==> src/stsrq_pkg.sv <==
// constants and carrier types of the status block
package stsrq_pkg;
	localparam int REG_W     = 8;
	localparam int IDX_W     = 4;
	localparam int CODE_W    = 14;
	localparam int ERRQ_DEPTH = 30;
	localparam int VAL_W     = 16;

	// register indices on the register port
	localparam logic [IDX_W-1:0] IDX_STD_EVENT_STATUS   = 4'h0;
	localparam logic [IDX_W-1:0] IDX_STD_EVENT_ENABLE   = 4'h1;
	localparam logic [IDX_W-1:0] IDX_STATUS_BYTE        = 4'h2;
	localparam logic [IDX_W-1:0] IDX_SERVICE_REQ_ENABLE = 4'h3;
	localparam logic [IDX_W-1:0] IDX_MOD_ERR_SUMMARY    = 4'h4;
	localparam logic [IDX_W-1:0] IDX_MOD_ERR_SUMMARY_EN = 4'h5;
	localparam logic [IDX_W-1:0] IDX_MOD_ERR_CONDITION  = 4'h6;
	localparam logic [IDX_W-1:0] IDX_MOD_ERR_EVENT      = 4'h7;
	localparam logic [IDX_W-1:0] IDX_MOD_ERR_EVENT_EN   = 4'h8;
	localparam logic [IDX_W-1:0] IDX_BLOCK_FUNC_COND    = 4'h9;
	localparam logic [IDX_W-1:0] IDX_BLOCK_FUNC_EVENT   = 4'hA;
	localparam logic [IDX_W-1:0] IDX_BLOCK_FUNC_ENABLE  = 4'hB;

	// reset values
	localparam logic [REG_W-1:0] RST_STD_EVENT = 8'h80;
	localparam logic [REG_W-1:0] RST_ZERO      = 8'h00;

	// standard event bit positions
	localparam int SE_OP_COMPLETE = 0;
	localparam int SE_REQ_CONTROL = 1;
	localparam int SE_QUERY_ERR   = 2;
	localparam int SE_DEVICE_ERR  = 3;
	localparam int SE_EXEC_ERR    = 4;
	localparam int SE_CMD_ERR     = 5;
	localparam int SE_USER_REQ    = 6;
	localparam int SE_POWER_ON    = 7;

	// status byte bit positions
	localparam int SB_FINISHED  = 0;
	localparam int SB_BLOCK_SUM = 1;
	localparam int SB_ERR_AVAIL = 2;
	localparam int SB_MOD_ERR   = 3;
	localparam int SB_MSG_AVAIL = 4;
	localparam int SB_STD_EVENT = 5;
	localparam int SB_REQ_SERV  = 6;
	localparam int SB_RESERVED  = 7;

	// block function condition bit positions
	localparam int BF_ACTIVE     = 0;
	localparam int BF_MACRO_DONE = 1;

	// error codes and group bounds
	localparam logic [CODE_W-1:0] ERR_NONE          = 14'h0000;
	localparam logic [CODE_W-1:0] ERR_OUT_OF_RANGE  = 14'h00C8; // 200
	localparam logic [CODE_W-1:0] ERR_SET_INCOMPL   = 14'h0136; // 310
	localparam logic [CODE_W-1:0] ERR_READ_INCOMPL  = 14'h0137; // 311
	localparam logic [CODE_W-1:0] ERR_TOO_MANY      = 14'h0190; // 400
	localparam logic [CODE_W-1:0] ERR_QUERY_INTR    = 14'h019A; // 410
	localparam logic [CODE_W-1:0] ERR_QUERY_UNTERM  = 14'h01A4; // 420
	localparam logic [CODE_W-1:0] GRP_CMD_LO        = 14'h0064; // 100
	localparam logic [CODE_W-1:0] GRP_EXEC_LO       = 14'h00C8; // 200
	localparam logic [CODE_W-1:0] GRP_SYS_LO        = 14'h012C; // 300
	localparam logic [CODE_W-1:0] GRP_QUERY_LO      = 14'h0190; // 400
	localparam logic [CODE_W-1:0] GRP_QUERY_HI      = 14'h01F3; // 499
	localparam logic [CODE_W-1:0] GRP_MODULE_LO     = 14'h03E8; // 1000

	typedef struct packed {
		logic             rd;
		logic             wr;
		logic [IDX_W-1:0] idx;
		logic [REG_W-1:0] wdata;
	} stsrq_reg_req_s;

	typedef struct packed {
		logic              push;
		logic [CODE_W-1:0] code;
	} stsrq_err_s;
endpackage

==> src/stsrq_status_srq.sv <==
// status registers, service request and error queue
`timescale 1ns/100ps

// Functional notes
// RL1 - std event register read only, clears on read
// RL2 - power-on event bit set after power-up; bits active high
// RL3 - enabled std events ORed into status bit 5
// RL4 - status byte read only, active high
// RL5 - enabled status bits 0-5,7 drive bit 6 and SRQ
// RL6 - message-available high while response waits, else low
// RL7 - error-available high while error queue not empty
// RL8 - finished rises after command done and status update
// RL9 - summary bits flag slots that reported errors
// RL10 - only enabled slots set module-error status bit
// RL11 - module error conditions latch into clear-on-read event register
// RL12 - enabled module error events ORed into status bit 3
// RL13 - block condition: bit 0 mode active, bit 1 macro done
// RL14 - block conditions latch into clear-on-read event register
// RL15 - only enabled block events set block summary bit
// RL16 - code 400 logged once over thirty errors would be held
// RL17 - second query before read logs 410, read without query 420
// RL18 - macro start without set parameters logs 310
// RL19 - macro start without read-back parameters logs 311
// RL20 - out-of-range value logs 200, not applied
// RL21 - controller serial-polls requester when SRQ is high
// RL22 - controller ignoring SRQ reads status byte, tests bit 6
// RL23 - message-available at bit 4, cleared on output flush
// RL24 - error-available at bit 2, cleared when queue empties
// RL25 - finished at status bit 0
// RL26 - each error query returns oldest error, else code 0
// RL27 - std event bits in customary order
// RL28 - block summary at bit 1, bit 7 reads zero
// RL29 - pushed error sets its group's std event bit
module stsrq_status_srq
	import stsrq_pkg::*;
#(
	parameter int                      DEPTH   = stsrq_pkg::ERRQ_DEPTH,
	parameter logic [VAL_W-1:0]        VAL_MIN = 16'h0000,
	parameter logic [VAL_W-1:0]        VAL_MAX = 16'hFFFE
) (
	// clock and reset
	input  wire logic                      clock_in,
	input  wire logic                      rst_in,
	input  wire logic                      clk_en_in,
	// register port
	input  wire stsrq_pkg::stsrq_reg_req_s reg_req_in,
	output logic [stsrq_pkg::REG_W-1:0]    reg_rdata_out,
	output logic                           reg_rvalid_out,
	// plug-in module error lines, asynchronous
	input  wire logic [7:0]                mod_err_cond_in,
	input  wire logic [7:0]                slot_err_in,
	// block function state
	input  wire logic                      block_active_in,
	input  wire logic                      macro_done_in,
	// command execution
	input  wire logic                      cmd_start_in,
	input  wire logic                      cmd_done_in,
	input  wire logic                      clear_status_in,
	// output queue and queries
	input  wire logic                      query_in,
	input  wire logic                      host_read_in,
	input  wire logic                      out_flush_in,
	// externally detected errors
	input  wire stsrq_pkg::stsrq_err_s     err_in,
	input  wire logic                      err_query_in,
	output logic [stsrq_pkg::CODE_W-1:0]   err_code_out,
	output logic                           err_valid_out,
	// macro measurement start
	input  wire logic                      macro_start_in,
	input  wire logic                      set_params_ok_in,
	input  wire logic                      read_params_ok_in,
	output logic                           macro_go_out,
	// numeric set value
	input  wire logic                      value_wr_in,
	input  wire logic [stsrq_pkg::VAL_W-1:0] value_in,
	output logic [stsrq_pkg::VAL_W-1:0]    value_out,
	// service request
	output logic [stsrq_pkg::REG_W-1:0]    status_byte_out,
	output logic                           srq_out
);
	localparam int PTR_W = $clog2(DEPTH + 1);
	localparam int CNT_W = $clog2(DEPTH + 2);
	localparam logic [PTR_W-1:0] PTR_LAST = PTR_W'(DEPTH);
	localparam logic [CNT_W-1:0] CNT_FULL = CNT_W'(DEPTH + 1);
	localparam logic [CNT_W-1:0] CNT_LIM  = CNT_W'(DEPTH);

	// two-stage synchronisers for module lines
	logic [7:0] cond_meta_ff;
	logic [7:0] cond_sync_ff;
	logic [7:0] slot_meta_ff;
	logic [7:0] slot_sync_ff;

	logic [REG_W-1:0] std_event_ff;
	logic [REG_W-1:0] std_enable_ff;
	logic [REG_W-1:0] srq_enable_ff;
	logic [REG_W-1:0] mod_sum_ff;
	logic [REG_W-1:0] mod_sum_en_ff;
	logic [REG_W-1:0] mod_event_ff;
	logic [REG_W-1:0] mod_event_en_ff;
	logic [REG_W-1:0] blk_event_ff;
	logic [REG_W-1:0] blk_enable_ff;
	logic             finished_ff;
	logic             done_seen_ff;
	logic             resp_pending_ff;
	logic [REG_W-1:0] rdata_ff;
	logic             rvalid_ff;
	logic [CODE_W-1:0] err_code_ff;
	logic             err_valid_ff;
	logic             macro_go_ff;
	logic [VAL_W-1:0] value_ff;

	// error queue storage
	logic [CODE_W-1:0] errq_mem_ff [0:DEPTH];
	logic [PTR_W-1:0]  wr_ptr_ff;
	logic [PTR_W-1:0]  rd_ptr_ff;
	logic [CNT_W-1:0]  cnt_ff;

	// register access decode
	wire rd_std_ev  = reg_req_in.rd && (reg_req_in.idx == IDX_STD_EVENT_STATUS);
	wire rd_mod_ev  = reg_req_in.rd && (reg_req_in.idx == IDX_MOD_ERR_EVENT);
	wire rd_blk_ev  = reg_req_in.rd && (reg_req_in.idx == IDX_BLOCK_FUNC_EVENT);
	wire wr_std_en  = reg_req_in.wr && (reg_req_in.idx == IDX_STD_EVENT_ENABLE);
	wire wr_srq_en  = reg_req_in.wr && (reg_req_in.idx == IDX_SERVICE_REQ_ENABLE);
	wire wr_sum_en  = reg_req_in.wr && (reg_req_in.idx == IDX_MOD_ERR_SUMMARY_EN);
	wire wr_mev_en  = reg_req_in.wr && (reg_req_in.idx == IDX_MOD_ERR_EVENT_EN);
	wire wr_blk_en  = reg_req_in.wr && (reg_req_in.idx == IDX_BLOCK_FUNC_ENABLE);

	// block function condition, only two bits live
	wire [REG_W-1:0] blk_cond = {6'h00, macro_done_in, block_active_in}; // see RL13

	// query tracking and error sources
	wire q_interrupted = query_in && resp_pending_ff; // see RL17
	wire q_unterm      = host_read_in && !resp_pending_ff && !query_in; // see RL17
	wire m_set_bad     = macro_start_in && !set_params_ok_in; // see RL18
	wire m_read_bad    = macro_start_in && set_params_ok_in && !read_params_ok_in; // see RL19
	wire v_bad         = value_wr_in && ((value_in < VAL_MIN) || (value_in > VAL_MAX)); // see RL20

	// one error per cycle; simultaneous lower-priority errors are lost
	wire               src_push = q_interrupted | q_unterm | m_set_bad | m_read_bad |
	                              v_bad | err_in.push;
	wire [CODE_W-1:0]  src_code = q_interrupted ? ERR_QUERY_INTR :
	                              q_unterm      ? ERR_QUERY_UNTERM :
	                              m_set_bad     ? ERR_SET_INCOMPL :
	                              m_read_bad    ? ERR_READ_INCOMPL :
	                              v_bad         ? ERR_OUT_OF_RANGE : err_in.code;

	// queue occupancy after a same-cycle pop
	wire               pop      = err_query_in && (cnt_ff != '0) && !clear_status_in;
	wire [CNT_W-1:0]   cnt_left = pop ? CNT_W'(cnt_ff - 1'b1) : cnt_ff;
	wire               push     = src_push && (cnt_left != CNT_FULL) && !clear_status_in;
	// last slot is kept for the overflow marker
	wire [CODE_W-1:0]  push_code = (cnt_left == CNT_LIM) ? ERR_TOO_MANY : src_code; // see RL16

	// error group of what enters the queue
	wire grp_cmd   = push && (push_code >= GRP_CMD_LO) && (push_code < GRP_EXEC_LO);
	wire grp_exec  = push && (push_code >= GRP_EXEC_LO) && (push_code < GRP_SYS_LO);
	wire grp_query = push && (push_code >= GRP_QUERY_LO) && (push_code <= GRP_QUERY_HI);
	wire grp_dev   = push && (((push_code >= GRP_SYS_LO) && (push_code < GRP_QUERY_LO)) ||
	                          (push_code >= GRP_MODULE_LO));

	wire [REG_W-1:0] std_set;
	assign std_set[SE_OP_COMPLETE] = cmd_done_in; // see RL27
	assign std_set[SE_REQ_CONTROL] = 1'b0;
	assign std_set[SE_QUERY_ERR]   = grp_query; // see RL29
	assign std_set[SE_DEVICE_ERR]  = grp_dev; // see RL29
	assign std_set[SE_EXEC_ERR]    = grp_exec; // see RL29
	assign std_set[SE_CMD_ERR]     = grp_cmd; // see RL29
	assign std_set[SE_USER_REQ]    = 1'b0;
	assign std_set[SE_POWER_ON]    = 1'b0;

	// event registers: a set in the clearing cycle survives
	wire [REG_W-1:0] nxt_std_event = ((rd_std_ev || clear_status_in) ? RST_ZERO : std_event_ff)
	                                 | std_set; // see RL1
	wire [REG_W-1:0] nxt_mod_event = ((rd_mod_ev || clear_status_in) ? RST_ZERO : mod_event_ff)
	                                 | cond_sync_ff; // see RL11
	wire [REG_W-1:0] nxt_blk_event = ((rd_blk_ev || clear_status_in) ? RST_ZERO : blk_event_ff)
	                                 | blk_cond; // see RL14
	wire [REG_W-1:0] nxt_mod_sum   = (clear_status_in ? RST_ZERO : mod_sum_ff)
	                                 | slot_sync_ff; // see RL9

	// status byte assembly
	wire std_summary = |(std_event_ff & std_enable_ff); // see RL3
	wire mod_summary = |(mod_sum_ff & mod_sum_en_ff) | |(mod_event_ff & mod_event_en_ff); // see RL10 RL12
	wire blk_summary = |(blk_event_ff & blk_enable_ff); // see RL15
	wire err_avail   = (cnt_ff != '0); // see RL7 RL24

	wire [REG_W-1:0] stb_base;
	assign stb_base[SB_FINISHED]  = finished_ff; // see RL25
	assign stb_base[SB_BLOCK_SUM] = blk_summary; // see RL28
	assign stb_base[SB_ERR_AVAIL] = err_avail; // see RL24
	assign stb_base[SB_MOD_ERR]   = mod_summary; // see RL12
	assign stb_base[SB_MSG_AVAIL] = resp_pending_ff; // see RL6 RL23
	assign stb_base[SB_STD_EVENT] = std_summary; // see RL3
	assign stb_base[SB_REQ_SERV]  = 1'b0;
	assign stb_base[SB_RESERVED]  = 1'b0; // see RL28

	// bit 6 is excluded from its own request term
	wire req_service = |(stb_base & srq_enable_ff & ~(8'h01 << SB_REQ_SERV)); // see RL5
	wire [REG_W-1:0] status_byte = stb_base | (REG_W'(req_service) << SB_REQ_SERV); // see RL4

	// read mux; unmapped indices read zero
	logic [REG_W-1:0] rd_mux;
	always_comb begin
		case (reg_req_in.idx)
			IDX_STD_EVENT_STATUS:   rd_mux = std_event_ff;
			IDX_STD_EVENT_ENABLE:   rd_mux = std_enable_ff;
			IDX_STATUS_BYTE:        rd_mux = status_byte;
			IDX_SERVICE_REQ_ENABLE: rd_mux = srq_enable_ff;
			IDX_MOD_ERR_SUMMARY:    rd_mux = mod_sum_ff;
			IDX_MOD_ERR_SUMMARY_EN: rd_mux = mod_sum_en_ff;
			IDX_MOD_ERR_CONDITION:  rd_mux = cond_sync_ff;
			IDX_MOD_ERR_EVENT:      rd_mux = mod_event_ff;
			IDX_MOD_ERR_EVENT_EN:   rd_mux = mod_event_en_ff;
			IDX_BLOCK_FUNC_COND:    rd_mux = blk_cond;
			IDX_BLOCK_FUNC_EVENT:   rd_mux = blk_event_ff;
			IDX_BLOCK_FUNC_ENABLE:  rd_mux = blk_enable_ff;
			default:                rd_mux = RST_ZERO;
		endcase
	end

	wire [PTR_W-1:0] nxt_wr_ptr = (wr_ptr_ff == PTR_LAST) ? '0 : PTR_W'(wr_ptr_ff + 1'b1);
	wire [PTR_W-1:0] nxt_rd_ptr = (rd_ptr_ff == PTR_LAST) ? '0 : PTR_W'(rd_ptr_ff + 1'b1);
	wire [CNT_W-1:0] nxt_cnt    = clear_status_in ? '0 : CNT_W'(cnt_left + CNT_W'(push));

	always_ff @(posedge clock_in or posedge rst_in) begin
		if (rst_in) begin
			cond_meta_ff <= RST_ZERO;
			cond_sync_ff <= RST_ZERO;
			slot_meta_ff <= RST_ZERO;
			slot_sync_ff <= RST_ZERO;
		end else if (clk_en_in) begin
			cond_meta_ff <= mod_err_cond_in;
			cond_sync_ff <= cond_meta_ff;
			slot_meta_ff <= slot_err_in;
			slot_sync_ff <= slot_meta_ff;
		end
	end

	always_ff @(posedge clock_in or posedge rst_in) begin
		if (rst_in) begin
			std_event_ff <= RST_STD_EVENT; // see RL2
			mod_event_ff <= RST_ZERO;
			blk_event_ff <= RST_ZERO;
			mod_sum_ff   <= RST_ZERO;
		end else if (clk_en_in) begin
			std_event_ff <= nxt_std_event;
			mod_event_ff <= nxt_mod_event;
			blk_event_ff <= nxt_blk_event;
			mod_sum_ff   <= nxt_mod_sum;
		end
	end

	always_ff @(posedge clock_in or posedge rst_in) begin
		if (rst_in) begin
			std_enable_ff   <= RST_ZERO;
			srq_enable_ff   <= RST_ZERO;
			mod_sum_en_ff   <= RST_ZERO;
			mod_event_en_ff <= RST_ZERO;
			blk_enable_ff   <= RST_ZERO;
		end else if (clk_en_in) begin
			if (wr_std_en)
				std_enable_ff <= reg_req_in.wdata;
			if (wr_srq_en)
				srq_enable_ff <= reg_req_in.wdata;
			if (wr_sum_en)
				mod_sum_en_ff <= reg_req_in.wdata;
			if (wr_mev_en)
				mod_event_en_ff <= reg_req_in.wdata;
			if (wr_blk_en)
				blk_enable_ff <= reg_req_in.wdata;
		end
	end

	// finished waits a cycle so other status bits settle first
	always_ff @(posedge clock_in or posedge rst_in) begin
		if (rst_in) begin
			finished_ff  <= 1'b1;
			done_seen_ff <= 1'b0;
		end else if (clk_en_in) begin
			done_seen_ff <= cmd_done_in;
			if (done_seen_ff || clear_status_in)
				finished_ff <= 1'b1; // see RL8
			else if (cmd_start_in)
				finished_ff <= 1'b0;
		end
	end

	// a new query keeps a response waiting
	always_ff @(posedge clock_in or posedge rst_in) begin
		if (rst_in)
			resp_pending_ff <= 1'b0;
		else if (clk_en_in) begin
			if (query_in)
				resp_pending_ff <= 1'b1; // see RL6
			else if (host_read_in || out_flush_in)
				resp_pending_ff <= 1'b0; // see RL23
		end
	end

	always_ff @(posedge clock_in or posedge rst_in) begin
		if (rst_in) begin
			rdata_ff  <= RST_ZERO;
			rvalid_ff <= 1'b0;
		end else if (clk_en_in) begin
			rvalid_ff <= reg_req_in.rd;
			if (reg_req_in.rd)
				rdata_ff <= rd_mux;
		end
	end

	// error queue entries
	genvar gi;
	generate
		for (gi = 0; gi <= DEPTH; gi++) begin : g_errq
			always_ff @(posedge clock_in or posedge rst_in) begin
				if (rst_in)
					errq_mem_ff[gi] <= ERR_NONE;
				else if (clk_en_in && push && (wr_ptr_ff == PTR_W'(gi)))
					errq_mem_ff[gi] <= push_code;
			end
		end
	endgenerate

	always_ff @(posedge clock_in or posedge rst_in) begin
		if (rst_in) begin
			wr_ptr_ff <= '0;
			rd_ptr_ff <= '0;
			cnt_ff    <= '0;
		end else if (clk_en_in) begin
			cnt_ff <= nxt_cnt;
			if (clear_status_in) begin
				wr_ptr_ff <= '0;
				rd_ptr_ff <= '0;
			end else begin
				if (push)
					wr_ptr_ff <= nxt_wr_ptr;
				if (pop)
					rd_ptr_ff <= nxt_rd_ptr;
			end
		end
	end

	// one answer per query, oldest first, code 0 when empty
	always_ff @(posedge clock_in or posedge rst_in) begin
		if (rst_in) begin
			err_code_ff  <= ERR_NONE;
			err_valid_ff <= 1'b0;
		end else if (clk_en_in) begin
			err_valid_ff <= err_query_in;
			if (err_query_in)
				err_code_ff <= pop ? errq_mem_ff[rd_ptr_ff] : ERR_NONE; // see RL26
		end
	end

	// rejected set values are not applied
	always_ff @(posedge clock_in or posedge rst_in) begin
		if (rst_in) begin
			value_ff    <= VAL_MIN;
			macro_go_ff <= 1'b0;
		end else if (clk_en_in) begin
			macro_go_ff <= macro_start_in && set_params_ok_in && read_params_ok_in;
			if (value_wr_in && !v_bad)
				value_ff <= value_in; // see RL20
		end
	end

	assign reg_rdata_out   = rdata_ff;
	assign reg_rvalid_out  = rvalid_ff;
	assign err_code_out    = err_code_ff;
	assign err_valid_out   = err_valid_ff;
	assign macro_go_out    = macro_go_ff;
	assign value_out       = value_ff;
	assign status_byte_out = status_byte;
	// serial poll and status query both see this as bit 6
	assign srq_out         = req_service; // see RL5 RL21 RL22
endmodule // stsrq_status_srq

==> config.mk <==
export PLATFORM = sky130hd
export DESIGN_NAME = stsrq_status_srq
export DESIGN_NICKNAME = d
export VERILOG_FILES = /design/src/stsrq_pkg.sv /design/src/stsrq_status_srq.sv
export SDC_FILE = /design/constraint.sdc
export NUM_CORES = 1
export LEC_CHECK = 0
export ABC_CLOCK_PERIOD_IN_PS = 21900
export BUFFER_PORTS_ARGS = -buffer_cell sky130_fd_sc_hd__buf_2
export CAP_MARGIN = 20
export CORE_MARGIN = 8
export CORE_UTILIZATION = 40
export CTS_BUF_LIST = sky130_fd_sc_hd__clkbuf_8
export CTS_CLUSTER_DIAMETER = 200
export DETAILED_ROUTE_END_ITERATION = 10
export GPL_TIMING_DRIVEN = 0
export PLACE_DENSITY = 0.64
export SYNTH_ARGS = -nofsm -noshare
export SYNTH_HDL_FRONTEND = slang
export SYNTH_SLANG_ARGS = --single-unit
export TNS_END_PERCENT = 100
==> constraint.sdc <==
create_clock -name clock_in -period 21.9 [get_ports clock_in]
set_input_delay 4.38 -clock clock_in [delete_from_list [all_inputs] [get_ports clock_in]]
set_output_delay 4.38 -clock clock_in [all_outputs]
set_load 0.01 [all_outputs]
==> metrics.cfg, run 1 <==
[yosys]
synth_area_um2=27600
synth-xor-area-share_pct=0.290
yosys.area_share.simple_pct=5.62
yosys_warnings=0
synth.distinct_cells=75
synthMuxAreaShare_pct=31.2
syn_inst=1959
synth.top_cells.by_area=dfrtp_1, mux2_2, mux4_2
synth-seq-cells=589
synth_edf_count=0
synth_top_family_by_area=multiplexers
yosysTopAreaCell=dfrtp_1
synth_nets=2047
synthFlopType=dfrtp_1
synthMostInstantiatedCell=dfrtp_1
seq_area_frac_synth_pct=53.5
synthAdderAreaFrac_pct=0.499
yosysTopAreaCellShare_pct=53.3
avgSynthCellArea_um2=14.1
synth_compound_area_share_pct=6.07
ys_async_sr_fraction_pct=100
synth_common_cells=dfrtp_1, mux2_2, mux4_2

[sta]
final-hold-violation-count=0
maxSlewHeadroom_pct=26.6
setup_viol=0
max_freq_mhz=129
tightestPinTransition_ns=1.09
rsz0062_at_grt=false
fin_ws_ns=14.16
finalClockSkew_ns=0.0376
final.min_clock_period_ns=7.74
drv_slew=0
period_share_pct=35.3

[floorplanning]
die_area_um2=77600
start_util_pct=40.3
core_area_um2=68500
die_y_um=279
die_x_um=279
ios=127
rows=96

[critical_path]
path_class=input port to register
start_kind=input port
cp.arrival_ns=8.30
required_ns=22.47
cp-end-kind=register
cp_max_fo=10

[final_layout]
final_layout_size_suffix_gt1_share_pct=42.5
final_util_pct=46.0
areaGrowthSynthToFinish_pct=14.2
regArea_um2=14700
largest_register=errq_mem_ff
nFillCells=6108
stdcell_area_um2=31500
multi_input_area_um2=12100
nets=2278
largest_reg_flops=434

[routing]
drcViolationCount=0
drt_iter0_markers=1459
routed_wl_um=76400
vias=17990
via_per_inst=5.72
wl_per_cell_um=24.3
final_antenna_net_count=0
firstDrtPassIters=6

[clocking]
cts_made_buffers=98
htreeDepth=3
cts_sinks=589
cts_tree=yes
post_cts_buffers=0
clk_path_buf_depth=3
clk_pin_slew_ns=0.06
cts_resized=0
insertion_delay_ns=0.69
hold_buffers=0
root_buffer=clkbuf_8

[flow_run]
maxCapViolations=0

[grt]
antenna_found_initial=2
grt_max_degree=126
gr-total-overflow=0
grt_usage_pct=19.6
grt_pass1_wl_um=118000
first_global_vias=19109

[pwr]
power_density_nw_per_um2=92.7
p_leak_nw=14.4
peakVddDrop_mv=0.0455
total_power_mw=2.92

[hold_path]
min_path_type=register to register

[placed_design]
dp_slack_ns=13.46
numPortBuffers=120
placed_area_um2=29500
detailed_place_hpwl_um=57000
place.gp.congestion=0.965

[outcome]
status=complete, no violations

## cell families after synthesis
group | count (synthesis)
AND/OR/NAND/NOR | 277
AO/OA/AOI/OAI | 253
flip-flops | 589
other | 1
multiplexers | 642
XOR/XNOR | 7
buffers and inverters | 179
adder cells (fa/ha/maj) | 11
## per-stage QoR
stage | setup TNS (ns) | hold WS [ns] | std cells
final | 0 | 0.482 | 3144
after global routing | 0 | 0.497 | 3144
after CTS | 0 | 0.488 | 3141
after detailed placement | 0 | 0.474 | 2970
after global placement | -2469.43 | 0.462 | 2961
after floorplan | 0 | 0.445 | 1959
## cell usage in the layout, fill, tap and decap left out, types with 8 or more instances in the layout
| cell | count |
|---|---|
| clkbuf_8 | 129 |
| ha_1 | 11 |
| mux2_2 | 475 |
| nor3_1 | 15 |
| dfrtp_1 | 587 |
| buf_1 | 21 |
| a221oi_1 | 8 |
| buf_2 | 145 |
| mux4_2 | 126 |
| o22ai_1 | 8 |
| mux2_1 | 9 |
| o21ai_0 | 63 |
| a22o_1 | 39 |
| nand4_1 | 9 |
| nand3_1 | 17 |
| nand3_2 | 8 |
| mux2i_1 | 32 |
| clkbuf_1 | 91 |
| and2_1 | 8 |
| nand2_1 | 85 |
| a31oi_1 | 9 |
| nor2_1 | 64 |
| a22oi_1 | 15 |
| nor2_4 | 8 |
| nor2b_1 | 10 |
| inv_1 | 52 |
| a21oi_1 | 62 |
| buf_4 | 23 |
## final timing paths
check,startpoint,endpoint,slack (ns),cells past startpoint
worst min-delay path,errq_mem_ff[348],errq_mem_ff[348],0.48,1
min in group asynchronous,rst_in,value_out[13],3.82,2
max in group asynchronous,rst_in,errq_mem_ff[266],16.49,4
worst max-delay path,value_in[7],errq_mem_ff[225],14.16,9
worst max register to register,cnt_ff[0],errq_mem_ff[225],17.54,11
worst min register to register,errq_mem_ff[348],errq_mem_ff[348],0.48,1
## layout make-up
cell class	instances	area share, %
diodes	1	0.00794
plain buffers	157	2.22
clock buffers	129	5.64
clock inverters	42	0.739
inverters	22	0.286
multi-input cells	1191	38.3
flip-flops and latches	589	46.8
well taps	882	3.50
repair buffers	131	2.53
## worst max-delay path, stage by stage
cell and delay [ns]:
buf_2 0.10, nand4_1 0.15, nor4_2 0.88, a21oi_1 0.43, a221o_1 0.51, buf_4 0.26
nor3_2 0.88, buf_4 0.33, mux2_2 0.35
## power breakdown
part	switching, mW	leakage (nW)	internal (mW)
registers	0.0787	7.82	1.20
clock network	0.449	1.16	0.537
logic	0.361	5.40	0.292
## per-layer routing
metal	wire, um	global-route usage (%)	vias to the layer above
li1	-	-	7742
met1	32900	26.3	9423
met2	35800	31.1	677
met3	5370	4.48	148
met4	2320	7.18	0
met5	0	0	-
Note: power is estimated with default switching activity, not from simulation.
==> run 2, diff against run 1 <==
--- a/config.mk
+++ b/config.mk
@@ -5,7 +5,7 @@
 export SDC_FILE = /design/constraint.sdc
 export NUM_CORES = 1
 export LEC_CHECK = 0
-export ABC_CLOCK_PERIOD_IN_PS = 21900
+export ABC_CLOCK_PERIOD_IN_PS = 7300
 export BUFFER_PORTS_ARGS = -buffer_cell sky130_fd_sc_hd__buf_2
 export CAP_MARGIN = 20
 export CORE_MARGIN = 8
@@ -14,7 +14,7 @@
 export CTS_CLUSTER_DIAMETER = 200
 export DETAILED_ROUTE_END_ITERATION = 10
 export GPL_TIMING_DRIVEN = 0
-export PLACE_DENSITY = 0.64
+export PLACE_DENSITY = 0.62
 export SYNTH_ARGS = -nofsm -noshare
 export SYNTH_HDL_FRONTEND = slang
 export SYNTH_SLANG_ARGS = --single-unit
==> constraint.sdc (replaced) <==
create_clock -name clock_in -period 7.3 [get_ports clock_in]
set_input_delay 1.46 -clock clock_in [delete_from_list [all_inputs] [get_ports clock_in]]
set_output_delay 1.46 -clock clock_in [all_outputs]
set_load 0.01 [all_outputs]
==> metrics.cfg, run 2 (synthesis gave the netlist of run 1 again) <==
[clocking]
htreeDepth=3  ; unchanged
hold_buffers=0  ; unchanged
root_buffer=clkbuf_8
clk_pin_slew_ns=0.06  ; about the same
cts_made_buffers=100  ; +2.0%
cts_tree=yes
cts_sinks=589  ; unchanged
post_cts_buffers=0  ; unchanged
clk_path_buf_depth=3  ; unchanged
insertion_delay_ns=0.71  ; +0.02 ns
cts_resized=0  ; unchanged

[grt]
grt_util_met1_pct=28.2  ; +1.8 points
met2_usage_pct=32.2  ; +1.1 points
grt_max_degree=46  ; -63%
grt_pass1_wl_um=121000  ; +2.7%
first_global_vias=18921  ; -0.98%
antenna_found_initial=4  ; +2
grt_usage_pct=20.3  ; +0.68 points
gr-usage-met3_pct=3.73  ; -0.75 points
grt.busiest_layer=met2
gr-total-overflow=0  ; unchanged

[flow_run]
maxCapViolations=0  ; unchanged

[critical_path]
cp_max_fo=10  ; unchanged
required_ns=7.89  ; -14.58 ns
path_class=input port to register
cp-end-kind=register
cp.arrival_ns=5.58  ; -2.72 ns
start_kind=input port

[routing]
drcViolationCount=0  ; unchanged
routed_wl_um=79200  ; +3.7%
wl_per_cell_um=25.0  ; +2.8%
vias=18146  ; +0.87%
final_antenna_net_count=0  ; unchanged
firstDrtPassIters=7  ; +1
via_per_inst=5.72  ; about the same
drt_iter0_markers=1606  ; +10%

[pwr]
p_switching_mw=2.71  ; +210%
power_density_nw_per_um2=281  ; +200%
p_int_mw=6.24  ; +210%
switching_share_pct=30.3  ; -0.16 points
peakVddDrop_mv=0.160  ; +250%
pwr-share-seq_pct=42.9  ; -1.0 points
combPwrFrac_pct=22.1  ; -0.3 points
power.clock.fraction_pct=35.0  ; +1.2 points
p_leak_nw=14.5  ; +1.1%

[floorplanning]
ios=127  ; unchanged
start_util_pct=40.3  ; unchanged
core_area_um2=68500  ; unchanged
die_area_um2=77600  ; unchanged
rows=96  ; unchanged
die_x_um=279  ; unchanged
die_y_um=279  ; unchanged

[final_layout]
areaGrowthSynthToFinish_pct=15.4
largest_reg_flops=434  ; unchanged
nets=2289  ; +0.48%
final_common_cell=dfrtp_1
largest_register=errq_mem_ff
nFillCells=6071  ; -0.61%
final_layout_size_suffix_gt1_share_pct=42.9  ; +0.42 points
layout_common_cells=dfrtp_1, mux2_2, buf_2, clkbuf_8, mux4_2

[sta]
hold_ws_ns=0.474  ; -0.00797 ns
rsz0062_at_grt=false
maxSlewHeadroom_pct=25.8  ; -0.75 points
fin_ws_ns=2.30  ; -11.86 ns
final-hold-violation-count=0  ; unchanged
final.min_clock_period_ns=5.00
period_share_pct=68.4
max_freq_mhz=200
finalClockSkew_ns=0.0754  ; +0.0379 ns
tightestPinTransition_ns=1.11  ; +0.0178 ns
setup_viol=0  ; unchanged
drv_slew=0  ; unchanged

[hold_path]
min_path_type=register to register

[placed_design]
dp_slack_ns=1.68  ; -11.78 ns
place.gp.congestion=0.934  ; -3.2%
detailed_place_hpwl_um=59500  ; +4.4%
numPortBuffers=120  ; unchanged

[outcome]
status=complete, no violations

[run 2: cell count changes in the layout (fill, tap and decap cells not counted), sizes merged]
cell | previous run | this run
clkinvlp | 0 | 3
inv | 56 | 59
clkbuf | 220 | 225
diode | 1 | 7
bufinv | 1 | 3
buf | 197 | 206
[run 2: worst max-delay path, stage by stage]
cell     delay, ns
buf_2         0.09
nand4_1       0.18
nor4_2        0.98
a21oi_1       0.48
a221o_1       0.51
buf_4         0.27
nor3_2        0.90
buf_4         0.34
mux2_2        0.35
[run 2: metrics by stage]
step / utilization, % / std cells / area (um^2) / total power [mW] / setup TNS (ns)
2_1_floorplan: - / 1959 / 27600 / 5.15 / -1284.20
3_3_place_gp: 42.8 / 2961 / 29300 / 5.78 / -3009.64
3_5_place_dp: 43.3 / 2980 / 29600 / 5.86 / 0
4_1_cts: 46.5 / 3164 / 31800 / 9.02 / 0
5_1_grt: 46.5 / 3169 / 31800 / 9.35 / 0
6_report: 46.5 / 3172 / 31800 / 8.95 / 0
[run 2: worst paths after layout]
kind,depth (start not counted),from,slack (ns),to
max,9,value_in[7],2.30,errq_mem_ff[265]
min,2,reg_rdata_out[5],0.47,reg_rdata_out[5]
max reg2reg,11,cnt_ff[0],2.85,errq_mem_ff[265]
min reg2reg,2,reg_rdata_out[5],0.47,reg_rdata_out[5]
max in group asynchronous,7,rst_in,4.73,errq_mem_ff[294]
min in group asynchronous,2,rst_in,0.87,errq_mem_ff[334]
[run 2: area by class of cell]
class,count,area [um^2],share of cell area (%)
Antenna cell,7,17.5,0.0550
Inverter,22,86.3,0.271
Buffer,157,701,2.20
Tap cell,882,1100,3.47
Sequential cell,589,14700,46.3
Timing Repair Buffer,140,956,3.00
Clock inverter,50,328,1.03
Multi-Input combinational cell,1191,12100,37.9
Clock buffer,134,1840,5.79
[run 2: power by group through the flow]
stage	sequential (mW)	clock (mW)	combinational (mW)
after floorplan	3.83	0	1.32
after global placement	3.88	0	1.90
after detailed placement	3.89	0	1.97
after CTS	3.83	3.21	1.98
after global routing	3.88	3.35	2.12
final	3.84	3.13	1.98
[run 2: per-layer routing]
layer  part of all wire (%)  up-vias  wire length, um
li1                       -     7791                -
met1                     44     9586            34900
met2                     47      644            37200
met3                    6.4      125             5100
met4                    2.7        0             2100
met5                      0        -                0
